### src/common/decoder_pkg.sv
// Shared constants and types for the baseline instruction decoder
package decoder_pkg;

  // Timing: oscillator periods per instruction cycle, last phase index
  localparam int         QUARTERS   = 4;
  localparam logic [1:0] PHASE_LAST = 2'(QUARTERS - 1);

  // Wishbone byte offsets
  localparam logic [7:0] OFS_INSTR  = 8'h00;
  localparam logic [7:0] OFS_WORK   = 8'h04;
  localparam logic [7:0] OFS_PC     = 8'h08;
  localparam logic [7:0] OFS_DIR    = 8'h0c;
  localparam logic [7:0] OFS_OPTION = 8'h10;
  localparam logic [7:0] OFS_EVENTS = 8'h14;
  localparam logic [7:0] OFS_BUSY   = 8'h18;
  localparam int         OFS_FILE_BIT = 7;

  // File register map
  localparam int         FILE_COUNT = 32;
  localparam logic [4:0] FA_TIMER   = 5'h01;
  localparam logic [4:0] FA_PCL     = 5'h02;
  localparam logic [4:0] FA_STATUS  = 5'h03;
  localparam logic [4:0] FA_PORT    = 5'h06;

  // Status bit positions and reset values
  localparam int         SB_C  = 0;
  localparam int         SB_DC = 1;
  localparam int         SB_Z  = 2;
  localparam int         SB_PD = 3;
  localparam int         SB_TO = 4;
  localparam logic [7:0] STATUS_KEEP = 8'h18;
  localparam logic [7:0] STATUS_RST  = 8'h18;
  localparam logic [7:0] OPTION_RST  = 8'hff;
  localparam logic [7:0] DIR_RST     = 8'hff;
  localparam logic [10:0] PC_RST     = 11'h000;
  localparam int         OPT_PSA     = 3;

  // Event bits
  localparam int EV_STANDBY = 0;
  localparam int EV_WDT     = 1;
  localparam int EV_PRESC   = 2;

  // Upper nibble groups
  localparam logic [3:0] OP_BIT_CLEAR = 4'h4;
  localparam logic [3:0] OP_BIT_SET   = 4'h5;
  localparam logic [3:0] OP_TEST_CLR  = 4'h6;
  localparam logic [3:0] OP_TEST_SET  = 4'h7;
  localparam logic [3:0] OP_RET_LIT   = 4'h8;
  localparam logic [3:0] OP_CALL      = 4'h9;
  localparam logic [3:0] OP_BRANCH_LO = 4'ha;
  localparam logic [3:0] OP_BRANCH_HI = 4'hb;
  localparam logic [3:0] OP_MOVE_LIT  = 4'hc;
  localparam logic [3:0] OP_OR_LIT    = 4'hd;
  localparam logic [3:0] OP_AND_LIT   = 4'he;
  localparam logic [3:0] OP_XOR_LIT   = 4'hf;

  // Byte operation classes, instruction bits 9:6 when bits 11:10 are zero
  localparam logic [3:0] CL_MISC = 4'h0;
  localparam logic [3:0] CL_CLR  = 4'h1;
  localparam logic [3:0] CL_SUB  = 4'h2;
  localparam logic [3:0] CL_DEC  = 4'h3;
  localparam logic [3:0] CL_OR   = 4'h4;
  localparam logic [3:0] CL_AND  = 4'h5;
  localparam logic [3:0] CL_XOR  = 4'h6;
  localparam logic [3:0] CL_ADD  = 4'h7;
  localparam logic [3:0] CL_MOV  = 4'h8;
  localparam logic [3:0] CL_COM  = 4'h9;
  localparam logic [3:0] CL_INC  = 4'ha;
  localparam logic [3:0] CL_DECS = 4'hb;
  localparam logic [3:0] CL_RRC  = 4'hc;
  localparam logic [3:0] CL_RLC  = 4'hd;
  localparam logic [3:0] CL_SWAP = 4'he;
  localparam logic [3:0] CL_INCS = 4'hf;

  // Fixed words, low five bits with all upper bits zero
  localparam logic [4:0] FW_OPTION  = 5'h02;
  localparam logic [4:0] FW_STANDBY = 5'h03;
  localparam logic [4:0] FW_WDT     = 5'h04;
  localparam logic [4:0] FW_DIR     = 5'h06;

  typedef enum logic [1:0] {
    ST_IDLE   = 2'h0,
    ST_EXEC   = 2'h1,
    ST_SECOND = 2'h3
  } exec_state_type;

  typedef struct packed {
    exec_state_type            st;
    logic [1:0]                phase;
    logic [11:0]               ins;
    logic [7:0]                work;
    logic [10:0]               pc;
    logic [10:0]               stack0;
    logic [10:0]               stack1;
    logic [FILE_COUNT-1:0][7:0] file;
    logic [7:0]                dir;
    logic [7:0]                option;
    logic [2:0]                events;
    logic                      ack;
    logic [31:0]               dat;
    logic [7:0]                pin_meta;
    logic [7:0]                pin_sync;
    logic                      standby;
    logic                      wdt;
    logic                      presc;
  } core_state_type;

endpackage

### src/hw/baseline_instruction_decoder.sv
// Instruction decoder and executor for a small 8-bit core, Wishbone slave
// Function
// - Add W to file updates carry, digit carry and zero.
// - Destination bit 0 writes W, 1 writes the file register.
// - OR, AND, XOR of W with file change only zero.
// - Decrement or increment and skip when result is zero; flags untouched.
// - Rotates go through carry and change only carry.
// - Bit clear and bit set force one bit, no flags.
// - Bit tests skip on clear or set, no flags.
// - Literal AND, OR, XOR into W change only zero.
// - Return loads literal and pops in two cycles; move literal one cycle.
// - Counter writes clear bit 8 except branch, which loads 9 bits, and return, which loads the stacked address.
// - Fixed words: standby, watchdog clear, option load; timeout and powerdown flags.
// - Direction load for port 6 copies W; a one disables the driver.
// - Port read-modify-write uses the sampled pin levels.
// - Marked writes to the timer clear the prescaler when assigned there.
// - One instruction cycle is four clocks; taken tests and jumps take two.
// - A taken skip executes a no-operation in the second cycle.
// - Call pushes next address, loads literal, page bits, clears bit 8.
//
// The register offsets and the Wishbone slave port were chosen for this implementation.
`timescale 1ns/1ps

module baseline_instruction_decoder
  import decoder_pkg::*;
#(
  parameter logic [10:0] PC_RESET = PC_RST
) (
  // Clock and reset
  input  wire logic        CLOCK,
  input  wire logic        RST,
  // Wishbone slave
  input  wire logic        WB_CYC,
  input  wire logic        WB_STB,
  input  wire logic        WB_WE,
  input  wire logic [7:0]  WB_ADR,
  input  wire logic [3:0]  WB_SEL,
  input  wire logic [31:0] WB_DAT_I,
  output logic      [31:0] WB_DAT_O,
  output logic             WB_ACK,
  // Port pins
  input  wire logic [7:0]  IO_PIN_IN,
  output logic      [7:0]  IO_PIN_OUT,
  output logic      [7:0]  IO_PIN_OE,
  // Side effects towards timer, watchdog and power logic
  output logic             STANDBY_REQ,
  output logic             WDT_CLEAR,
  output logic             PRESCALER_CLEAR,
  output logic      [7:0]  OPTION_Q,
  output logic             BUSY
);

  core_state_type s_r;
  core_state_type s_nxt;

  logic        exec_now;
  logic        bus_req;
  logic [4:0]  f;
  logic        d;
  logic [2:0]  b;
  logic [7:0]  k;
  logic [7:0]  src;
  logic [7:0]  res;
  logic [8:0]  sum9;
  logic [8:0]  dif9;
  logic [4:0]  nib5;
  logic        wr_w;
  logic        wr_f;
  logic        to_dest;
  logic        marked;
  logic        skip;
  logic        jump;
  logic        z_upd;
  logic        c_upd;
  logic        dc_upd;
  logic        c_val;
  logic        dc_val;
  logic [10:0] tgt;

  // Port reads return synchronised pins, low counter byte for its alias
  function automatic logic [7:0] file_value(input core_state_type s,
                                            input logic [4:0] a);
    if (a == FA_PORT) return s.pin_sync;
    if (a == FA_PCL) return s.pc[7:0];
    return s.file[a];
  endfunction

  assign exec_now = (s_r.st == ST_EXEC) && (s_r.phase == PHASE_LAST);
  assign bus_req  = WB_CYC && WB_STB && !s_r.ack;
  assign f        = s_r.ins[4:0];
  assign d        = s_r.ins[5];
  assign b        = s_r.ins[7:5];
  assign k        = s_r.ins[7:0];
  assign src      = file_value(s_r, f);
  assign sum9     = {1'b0, s_r.work} + {1'b0, src};
  assign dif9     = {1'b0, src} - {1'b0, s_r.work};
  assign nib5     = {1'b0, s_r.work[3:0]} + {1'b0, src[3:0]};

  ////////////////////////////////////////////////////////////////////////
  // Decode of the held instruction
  always_comb begin
    res     = src;
    to_dest = 1'b0;
    wr_w    = 1'b0;
    wr_f    = 1'b0;
    marked  = 1'b0;
    skip    = 1'b0;
    jump    = 1'b0;
    z_upd   = 1'b0;
    c_upd   = 1'b0;
    dc_upd  = 1'b0;
    c_val   = s_r.file[FA_STATUS][SB_C];
    dc_val  = 1'b0;
    tgt     = 11'(s_r.pc + 11'h001);
    unique case (s_r.ins[11:8])
      4'h0, 4'h1, 4'h2, 4'h3: begin
        unique case (s_r.ins[9:6])
          CL_MISC: begin
            res    = s_r.work;
            wr_f   = d;
            marked = d;
          end
          CL_CLR: begin
            res    = 8'h00;
            z_upd  = d || (f == 5'h00);
            wr_f   = d;
            wr_w   = !d && (f == 5'h00);
            marked = d;
          end
          CL_SUB: begin
            res     = dif9[7:0];
            c_val   = !dif9[8];
            dc_val  = src[3:0] >= s_r.work[3:0];
            {z_upd, c_upd, dc_upd} = 3'h7;
            to_dest = 1'b1;
          end
          CL_ADD: begin
            res     = sum9[7:0];
            c_val   = sum9[8];
            dc_val  = nib5[4];
            {z_upd, c_upd, dc_upd} = 3'h7;
            to_dest = 1'b1;
          end
          CL_OR, CL_AND, CL_XOR: begin
            res     = (s_r.ins[9:6] == CL_OR)  ? (s_r.work | src) :
                      (s_r.ins[9:6] == CL_AND) ? (s_r.work & src) :
                                                 (s_r.work ^ src);
            z_upd   = 1'b1;
            to_dest = 1'b1;
          end
          CL_DEC, CL_INC, CL_MOV, CL_COM: begin
            res     = (s_r.ins[9:6] == CL_DEC) ? 8'(src - 8'h01) :
                      (s_r.ins[9:6] == CL_INC) ? 8'(src + 8'h01) :
                      (s_r.ins[9:6] == CL_COM) ? ~src : src;
            z_upd   = 1'b1;
            to_dest = 1'b1;
          end
          CL_DECS, CL_INCS: begin
            res     = (s_r.ins[9:6] == CL_DECS) ? 8'(src - 8'h01)
                                                : 8'(src + 8'h01);
            skip    = (res == 8'h00);
            to_dest = 1'b1;
          end
          CL_RRC, CL_RLC: begin
            res     = (s_r.ins[9:6] == CL_RRC) ? {c_val, src[7:1]}
                                               : {src[6:0], c_val};
            c_val   = (s_r.ins[9:6] == CL_RRC) ? src[0] : src[7];
            c_upd   = 1'b1;
            to_dest = 1'b1;
          end
          CL_SWAP: begin
            res     = {src[3:0], src[7:4]};
            to_dest = 1'b1;
          end
        endcase
        if (to_dest) begin
          wr_f   = d;
          wr_w   = !d;
          marked = (s_r.ins[9:6] != CL_COM);
        end
      end
      OP_BIT_CLEAR, OP_BIT_SET: begin
        res       = src;
        res[b]    = s_r.ins[8];
        wr_f      = 1'b1;
        marked    = 1'b1;
      end
      OP_TEST_CLR, OP_TEST_SET: begin
        skip = (src[b] == s_r.ins[8]);
      end
      OP_RET_LIT: begin
        res  = k;
        wr_w = 1'b1;
        jump = 1'b1;
        tgt  = s_r.stack0;
      end
      OP_CALL: begin
        jump = 1'b1;
        tgt  = {s_r.file[FA_STATUS][6:5], 1'b0, k};
      end
      OP_BRANCH_LO, OP_BRANCH_HI: begin
        jump = 1'b1;
        tgt  = {s_r.file[FA_STATUS][6:5], s_r.ins[8:0]};
      end
      OP_MOVE_LIT: begin
        res  = k;
        wr_w = 1'b1;
      end
      OP_OR_LIT, OP_AND_LIT, OP_XOR_LIT: begin
        res   = (s_r.ins[11:8] == OP_OR_LIT)  ? (s_r.work | k) :
                (s_r.ins[11:8] == OP_AND_LIT) ? (s_r.work & k) :
                                                (s_r.work ^ k);
        wr_w  = 1'b1;
        z_upd = 1'b1;
      end
    endcase
  end

  ////////////////////////////////////////////////////////////////////////
  // Next state: pin sampling, bus slave, sequencing and execution
  always_comb begin
    s_nxt          = s_r;
    s_nxt.pin_meta = IO_PIN_IN;
    s_nxt.pin_sync = s_r.pin_meta;
    s_nxt.ack      = 1'b0;
    s_nxt.standby  = 1'b0;
    s_nxt.wdt      = 1'b0;
    s_nxt.presc    = 1'b0;
    // Writes stall while busy so software never races the executor
    if (bus_req && (!WB_WE || s_r.st == ST_IDLE)) begin
      s_nxt.ack = 1'b1;
      unique case (WB_ADR)
        OFS_INSTR:  s_nxt.dat = {20'h00000, s_r.ins};
        OFS_WORK:   s_nxt.dat = {24'h000000, s_r.work};
        OFS_PC:     s_nxt.dat = {21'h000000, s_r.pc};
        OFS_DIR:    s_nxt.dat = {24'h000000, s_r.dir};
        OFS_OPTION: s_nxt.dat = {24'h000000, s_r.option};
        OFS_EVENTS: s_nxt.dat = {29'h00000000, s_r.events};
        OFS_BUSY:   s_nxt.dat = {31'h00000000, s_r.st != ST_IDLE};
        default:    s_nxt.dat = (WB_ADR[OFS_FILE_BIT] && WB_ADR[1:0] == 2'h0)
                      ? {24'h000000, file_value(s_r, WB_ADR[6:2])} : 32'h00000000;
      endcase
      if (WB_WE) begin
        if (WB_ADR == OFS_INSTR && WB_SEL[1:0] == 2'h3) begin
          s_nxt.ins   = WB_DAT_I[11:0];
          s_nxt.st    = ST_EXEC;
          s_nxt.phase = 2'h0;
        end
        if (WB_ADR == OFS_WORK && WB_SEL[0]) s_nxt.work = WB_DAT_I[7:0];
        if (WB_ADR == OFS_PC && WB_SEL[1:0] == 2'h3) s_nxt.pc = WB_DAT_I[10:0];
        if (WB_ADR == OFS_EVENTS && WB_SEL[0]) begin
          s_nxt.events = s_r.events & ~WB_DAT_I[2:0];
        end
        if (WB_ADR[OFS_FILE_BIT] && WB_ADR[1:0] == 2'h0 && WB_SEL[0]) begin
          s_nxt.file[WB_ADR[6:2]] = WB_DAT_I[7:0];
        end
      end
    end
    // Four-clock instruction cycle, phase counter acts as the divider
    if (s_r.st != ST_IDLE) begin
      s_nxt.phase = 2'(s_r.phase + 2'h1);
      if (s_r.phase == PHASE_LAST && s_r.st == ST_SECOND) begin
        s_nxt.st = ST_IDLE;
      end
    end
    if (exec_now) begin
      if (wr_w) s_nxt.work = res;
      if (wr_f) begin
        // Low counter byte is no file cell; the counter update below takes it
        if (f == FA_STATUS) begin
          s_nxt.file[FA_STATUS] = (res & ~STATUS_KEEP)
                                | (s_r.file[FA_STATUS] & STATUS_KEEP);
        end else if (f != FA_PCL) begin
          s_nxt.file[f] = res;
        end
      end
      // Flag updates override a status destination write
      if (z_upd) s_nxt.file[FA_STATUS][SB_Z] = (res == 8'h00);
      if (c_upd) s_nxt.file[FA_STATUS][SB_C] = c_val;
      if (dc_upd) s_nxt.file[FA_STATUS][SB_DC] = dc_val;
      if (marked && wr_f && f == FA_TIMER && !s_r.option[OPT_PSA]) begin
        s_nxt.presc            = 1'b1;
        s_nxt.events[EV_PRESC] = 1'b1;
      end
      if (s_r.ins[11:5] == 7'h00) begin
        unique case (f)
          FW_OPTION: s_nxt.option = s_r.work;
          FW_STANDBY: begin
            s_nxt.file[FA_STATUS][SB_TO] = 1'b1;
            s_nxt.file[FA_STATUS][SB_PD] = 1'b0;
            s_nxt.standby                = 1'b1;
            s_nxt.events[EV_STANDBY]     = 1'b1;
          end
          FW_WDT: begin
            s_nxt.file[FA_STATUS][SB_TO] = 1'b1;
            s_nxt.file[FA_STATUS][SB_PD] = 1'b1;
            s_nxt.wdt                    = 1'b1;
            s_nxt.events[EV_WDT]         = 1'b1;
          end
          FW_DIR: s_nxt.dir = s_r.work;
          default: ;
        endcase
      end
      if (s_r.ins[11:8] == OP_CALL) begin
        s_nxt.stack1 = s_r.stack0;
        s_nxt.stack0 = 11'(s_r.pc + 11'h001);
      end
      if (s_r.ins[11:8] == OP_RET_LIT) s_nxt.stack0 = s_r.stack1;
      // Low byte write to the counter clears bit 8
      if (wr_f && f == FA_PCL) begin
        s_nxt.pc = {s_r.file[FA_STATUS][6:5], 1'b0, res};
      end else if (jump) begin
        s_nxt.pc = tgt;
      end else begin
        s_nxt.pc = 11'(s_r.pc + (skip ? 11'h002 : 11'h001));
      end
      s_nxt.st = (skip || jump || (wr_f && f == FA_PCL)) ? ST_SECOND : ST_IDLE;
    end
  end

  ////////////////////////////////////////////////////////////////////////
  // State register
  always_ff @(posedge CLOCK) begin
    if (RST) begin
      s_r                 <= '0;
      s_r.pc              <= PC_RESET;
      s_r.option          <= OPTION_RST;
      s_r.dir             <= DIR_RST;
      s_r.file[FA_STATUS] <= STATUS_RST;
    end else begin
      s_r <= s_nxt;
    end
  end

  // Outputs straight from state
  assign WB_DAT_O        = s_r.dat;
  assign WB_ACK          = s_r.ack;
  assign IO_PIN_OUT      = s_r.file[FA_PORT];
  assign IO_PIN_OE       = ~s_r.dir;
  assign STANDBY_REQ     = s_r.standby;
  assign WDT_CLEAR       = s_r.wdt;
  assign PRESCALER_CLEAR = s_r.presc;
  assign OPTION_Q        = s_r.option;
  assign BUSY            = s_r.st != ST_IDLE;
endmodule // baseline_instruction_decoder

### config.mk
export PLATFORM = sky130hd
export DESIGN_NAME = baseline_instruction_decoder
export DESIGN_NICKNAME = d
export VERILOG_FILES = /design/src/common/decoder_pkg.sv /design/src/hw/baseline_instruction_decoder.sv
export SDC_FILE = /design/constraint.sdc
export NUM_CORES = 1
export LEC_CHECK = 0
export BUFFER_PORTS_ARGS = -buffer_cell sky130_fd_sc_hd__buf_4
export CAP_MARGIN = 15
export CORE_ASPECT_RATIO = 1.5
export CORE_MARGIN = 2
export CORE_UTILIZATION = 63
export DETAILED_ROUTE_END_ITERATION = 12
export MAX_ROUTING_LAYER = met4
export PLACE_DENSITY = 0.78
export SETUP_SLACK_MARGIN = 0.02
export SYNTH_ARGS = -nofsm -noshare
export SYNTH_HDL_FRONTEND = slang
export SYNTH_SLANG_ARGS = --single-unit
export TNS_END_PERCENT = 10
### constraint.sdc
create_clock -name CLOCK -period 7 [get_ports CLOCK]
set_input_delay 0.35 -clock CLOCK [delete_from_list [all_inputs] [get_ports CLOCK]]
set_output_delay 0.35 -clock CLOCK [all_outputs]
set_load 0.05 [all_outputs]
==> metrics.md <==
| Metric | Value |
|---|---|
| Result of the run | finished, violations left |
| Violations in the final reports | hold timing |
| Maximum clock insertion buffer count | 3 |
| Worst voltage drop across the vdd grid | 0.217 mV |
| Register-to-Register Setup Slack | 0.25 ns |
| Cell area after synthesis | 25,300 um2 |
| Hold-fix buffers, CTS | 0 |
| LEAKAGE | 9.86 nW |
| Number of vias per cell | 7.64 |
| Net switching power of the design | 1.07 mW |
| Via count of the first global-routing pass | 24,700 |
| GRT overflow | 0 |
| Iteration-0 DRC Markers | 3,774 |
| Floorplan die area | 41,800 um2 |
| Fmax achieved | 148 MHz |
| Number of top-level pins | 118 |
| FF+latch count, synth | 364 |
| Worst slack after detailed placement | 0.736 ns |
| Layout cells sized above 1 | 16.4% |
| Final wirelength | 108 mm |
| Die Wd | 168 um |
| Slowest cell on crit path | a21oi_4 |
| Cell breakdown of the critical path | nor2b_1 -> buf_4 -> a22oi_1 -> a21oi_1 -> a211o_1 -> or2_2 -> inv_1 -> ha_1 -> a21o_1 -> a21oi_1 -> o21bai_1 -> a21o_1 -> a31o_2 -> a21oi_1 -> nor3_1 -> o211a_1 -> a21oi_4 -> buf_4 -> nor2_1 -> a211oi_1 |
| Hold violation total from the final report | 1 |
| Layout Area Growth over Synthesis | 7.99% |
| Final setup fails | 0 |
| Net Sw Frac | 24.6% |
| Overall global routing resource usage | 52.1% |
| Number of buffers inserted by post-CTS setup repair | 0 |
| Post-CTS clock slew at the launch and capture registers of the worst setup and hold paths | 0.07 ns |
| Worst hold-check slack | -0.00874 ns |
| Area leader, netlist | dfxtp_1 |
| Final worst-path setup slack | 0.246 ns |
| Worst path required time | 7.44 ns |
| Clk Latency, worst-skew pair | 0.57 ns |
| Post-synth top flop | dfxtp_1 |
| Number of synthesized flops with an enable pin | 0 |
| Total count of max-transition violations in the final report | 0 |
| RePlAce Congestion | 1.10 |
| Clk_skew | 0.0180 ns |
| Int Pwr | 3.29 mW |
| Sequential-to-total area share from yosys stat | 28.8% |
| Share of total power in combinational logic | 5.4% |
| Antenna-violating nets left | 0 |
| Number of filler instances in the final layout | 3,115 |
| Cells taking the most area after synthesis | dfxtp_1 (29%), mux4_2 (11%), mux2i_1 (9.4%), a211oi_1 (9.0%), nor2_1 (5.7%) |
| Slew Limit Headroom | 14.9% |
| Synthesis warning total | 0 |
| DRC | 0 |
| CP max stage delay | 0.91 ns |
| Count of nets after finishing | 2,950 |
| Root Driver | clkbuf_16 |
| Post-Synthesis Cells | 2,896 |
| Arrival @ worst endpoint | 7.20 ns |
| Total via count in the routed design | 25,800 |
| Area share of the largest cell type after synthesis | 28.8% |
| Pwr dens | 160 nW/um2 |
| Register share of total power | 47.8% |
| Setup TNS | 0 ns |
| Number of instances resized during post-cts repair | 0 |
| Area of the core | 39,400 um2 |
| First drt pass iteration count | 9 |
| Crit path top cell by count | a21oi_1 |
| Clock period minus final worst setup slack | 6.75 ns |
| Netlist cell types | 95 |
| Maximum level of the CTS H-tree | 2 |
| Count of cells along the worst hold path | 2 |
| Maximum capacitance violations | 0 |
| Unrepaired setup endpoints after global routing | false |
| Startpoint of the tightest hold check path | IO_PIN_IN[5] |
| Initial antenna violation count | 6 |
| Port-buffer cells | 75 |
| Number of core rows | 89 |
| Height of the chip | 249 um |
| Most used standard cells in the synthesized netlist | nor2_1 (386), dfxtp_1 (364), a211oi_1 (302) |
| Reg-to-reg critical path endpoint | s_r[236]$_SDFF_PP0_ |
| Clk sinks | 364 |
| Synth async-reset ratio | 0% |
| Path type of the worst setup path | reg2reg |
| Initial core utilization | 64.2% |
| Worst min-delay path category | in2reg |
| Non-filler instance count after layout | 3,370 |
| Synthesized area divided by synthesized cell count | 8.73 um2 |
| Element type at the critical path start | flop |
| Worst setup EP type | flop |
| Largest driver fanout on the critical path | 19 |
| Register-to-Register Path Depth | 20 |
| HPWL Detailed | 74.5 mm |
| Number of buffers created by CTS | 35 |
| Slew at the pin closest to its max-slew limit | 1.27 ns |
| Post-detailed-route wirelength per cell | 31.9 um |
| Clock power frac | 46.8% |
| Largest net degree at the start of global routing | 235 |
| Startpoint of the lowest-slack register-to-register path | f[0]$_SDFFE_PP0P_ |
| Dominant cell by count in the synthesized netlist | nor2_1 |
| Hold EP | s_nxt[8]$_SDFF_PP0_ |
| Final worst path period share | 96.5% |
| Clock tree from TritonCTS | built |
| First-pass GRT wire length | 158 mm |
| Post-placement cell count | 3,301 |
[critical path, delay by kind of cell (launching register included)]
kind | cells | cell delay (ns)
AO/OA/AOI/OAI | 12 | 3.69
adder cells (fa/ha/maj) | 1 | 0.27
buffers and inverters | 3 | 0.76
flip-flops | 1 | 0.75
AND/OR/NAND/NOR | 4 | 1.11
[power by group through the flow]
stage,logic [mW],registers [mW],clock network (mW)
detailed placement,0.223,2.13,0
CTS,0.223,2.08,2.02
global placement,0.220,2.13,0
floorplan,0.165,2.13,0
global route,0.237,2.08,2.11
finish,0.234,2.09,2.04
[cell usage in the layout (no fill, tap or decap), types with 36 or more instances in the layout]
| master | instances |
|---|---|
| nor2_1 | 386 |
| clkbuf_16 | 36 |
| ha_1 | 52 |
| mux4_2 | 125 |
| dfxtp_1 | 360 |
| a211oi_1 | 302 |
| mux2_2 | 56 |
| o21ai_0 | 89 |
| buf_4 | 175 |
| a22oi_1 | 45 |
| mux2i_1 | 237 |
| nor3_1 | 38 |
| a21oi_1 | 133 |
| nor2b_1 | 72 |
| inv_1 | 49 |
| nand3_1 | 46 |
| nand2_1 | 240 |
[stage by stage]
stage / util (%) / power [mW] / hold slack (ns) / area (um2)
after floorplan: - / 2.29 / 0.414 / 25400
after global placement: 66.2 / 2.35 / 0.416 / 26100
after detailed placement: 66.2 / 2.35 / 0.423 / 26100
after CTS: 69.2 / 4.33 / 0.000585 / 27300
after global routing: 69.3 / 4.43 / 0.00835 / 27300
final: 69.3 / 4.36 / -0.00874 / 27300
[worst max path at each step]
stage	start	to	slack [ns]	depth (start not counted)
2_1_floorplan	f[1]$_SDFFE_PP0P_	s_r[357]$_SDFFE_PP0P_	1.93	22
3_3_place_gp	f[0]$_SDFFE_PP0P_	s_r[357]$_SDFFE_PP0P_	0.80	21
3_5_place_dp	f[0]$_SDFFE_PP0P_	s_r[357]$_SDFFE_PP0P_	0.74	21
4_1_cts	f[0]$_SDFFE_PP0P_	s_r[357]$_SDFFE_PP0P_	0.66	21
5_1_grt	f[1]$_SDFFE_PP0P_	s_r[359]$_SDFFE_PP0P_	0.33	21
6_report	f[0]$_SDFFE_PP0P_	s_r[236]$_SDFF_PP0_	0.25	20
[logic make-up after synthesis]
group / share of synthesized area, %
AOI/OAI and AO/OA: 21.8
xor gates and xnor gates: 0.970
adders and majority gates: 2.81
buffers and inverters: 6.58
DFF: 28.8
muxes: 23.0
other: 0.0148
and+or+nand+nor: 16.0
[routing by layer]
metal / global-route usage (%) / share of wire, % / vias up
met5: - / 0 / -
met4: 49.9 / 13 / 0
met3: 14.4 / 12 / 943
met2: 79.1 / 45 / 2219
met1: 53.9 / 31 / 12000
li1: - / - / 10600
[state kept, by name, summed over array words and instances, names as in the netlist]
name,flops
f,5
b,3
WB_ACK,1
PRESCALER_CLEAR,1
OPTION_Q,8
WB_DAT_O,12
IO_PIN_OUT,8
WDT_CLEAR,1
s_r,316
s_nxt,8
STANDBY_REQ,1
[area by class of cell]
cell class,instances,area [um2],share of cell area (%)
Antenna cell,6,15.0,0.0550
Clock buffer,50,1030,3.78
Clock inverter,13,175,0.641
Inverter,57,214,0.783
Multi-Input combinational cell,2196,16500,60.3
Sequential cell,364,7290,26.7
Tap cell,500,626,2.29
Timing Repair Buffer,184,1490,5.45
Note: power is estimated with default switching activity, not from simulation.
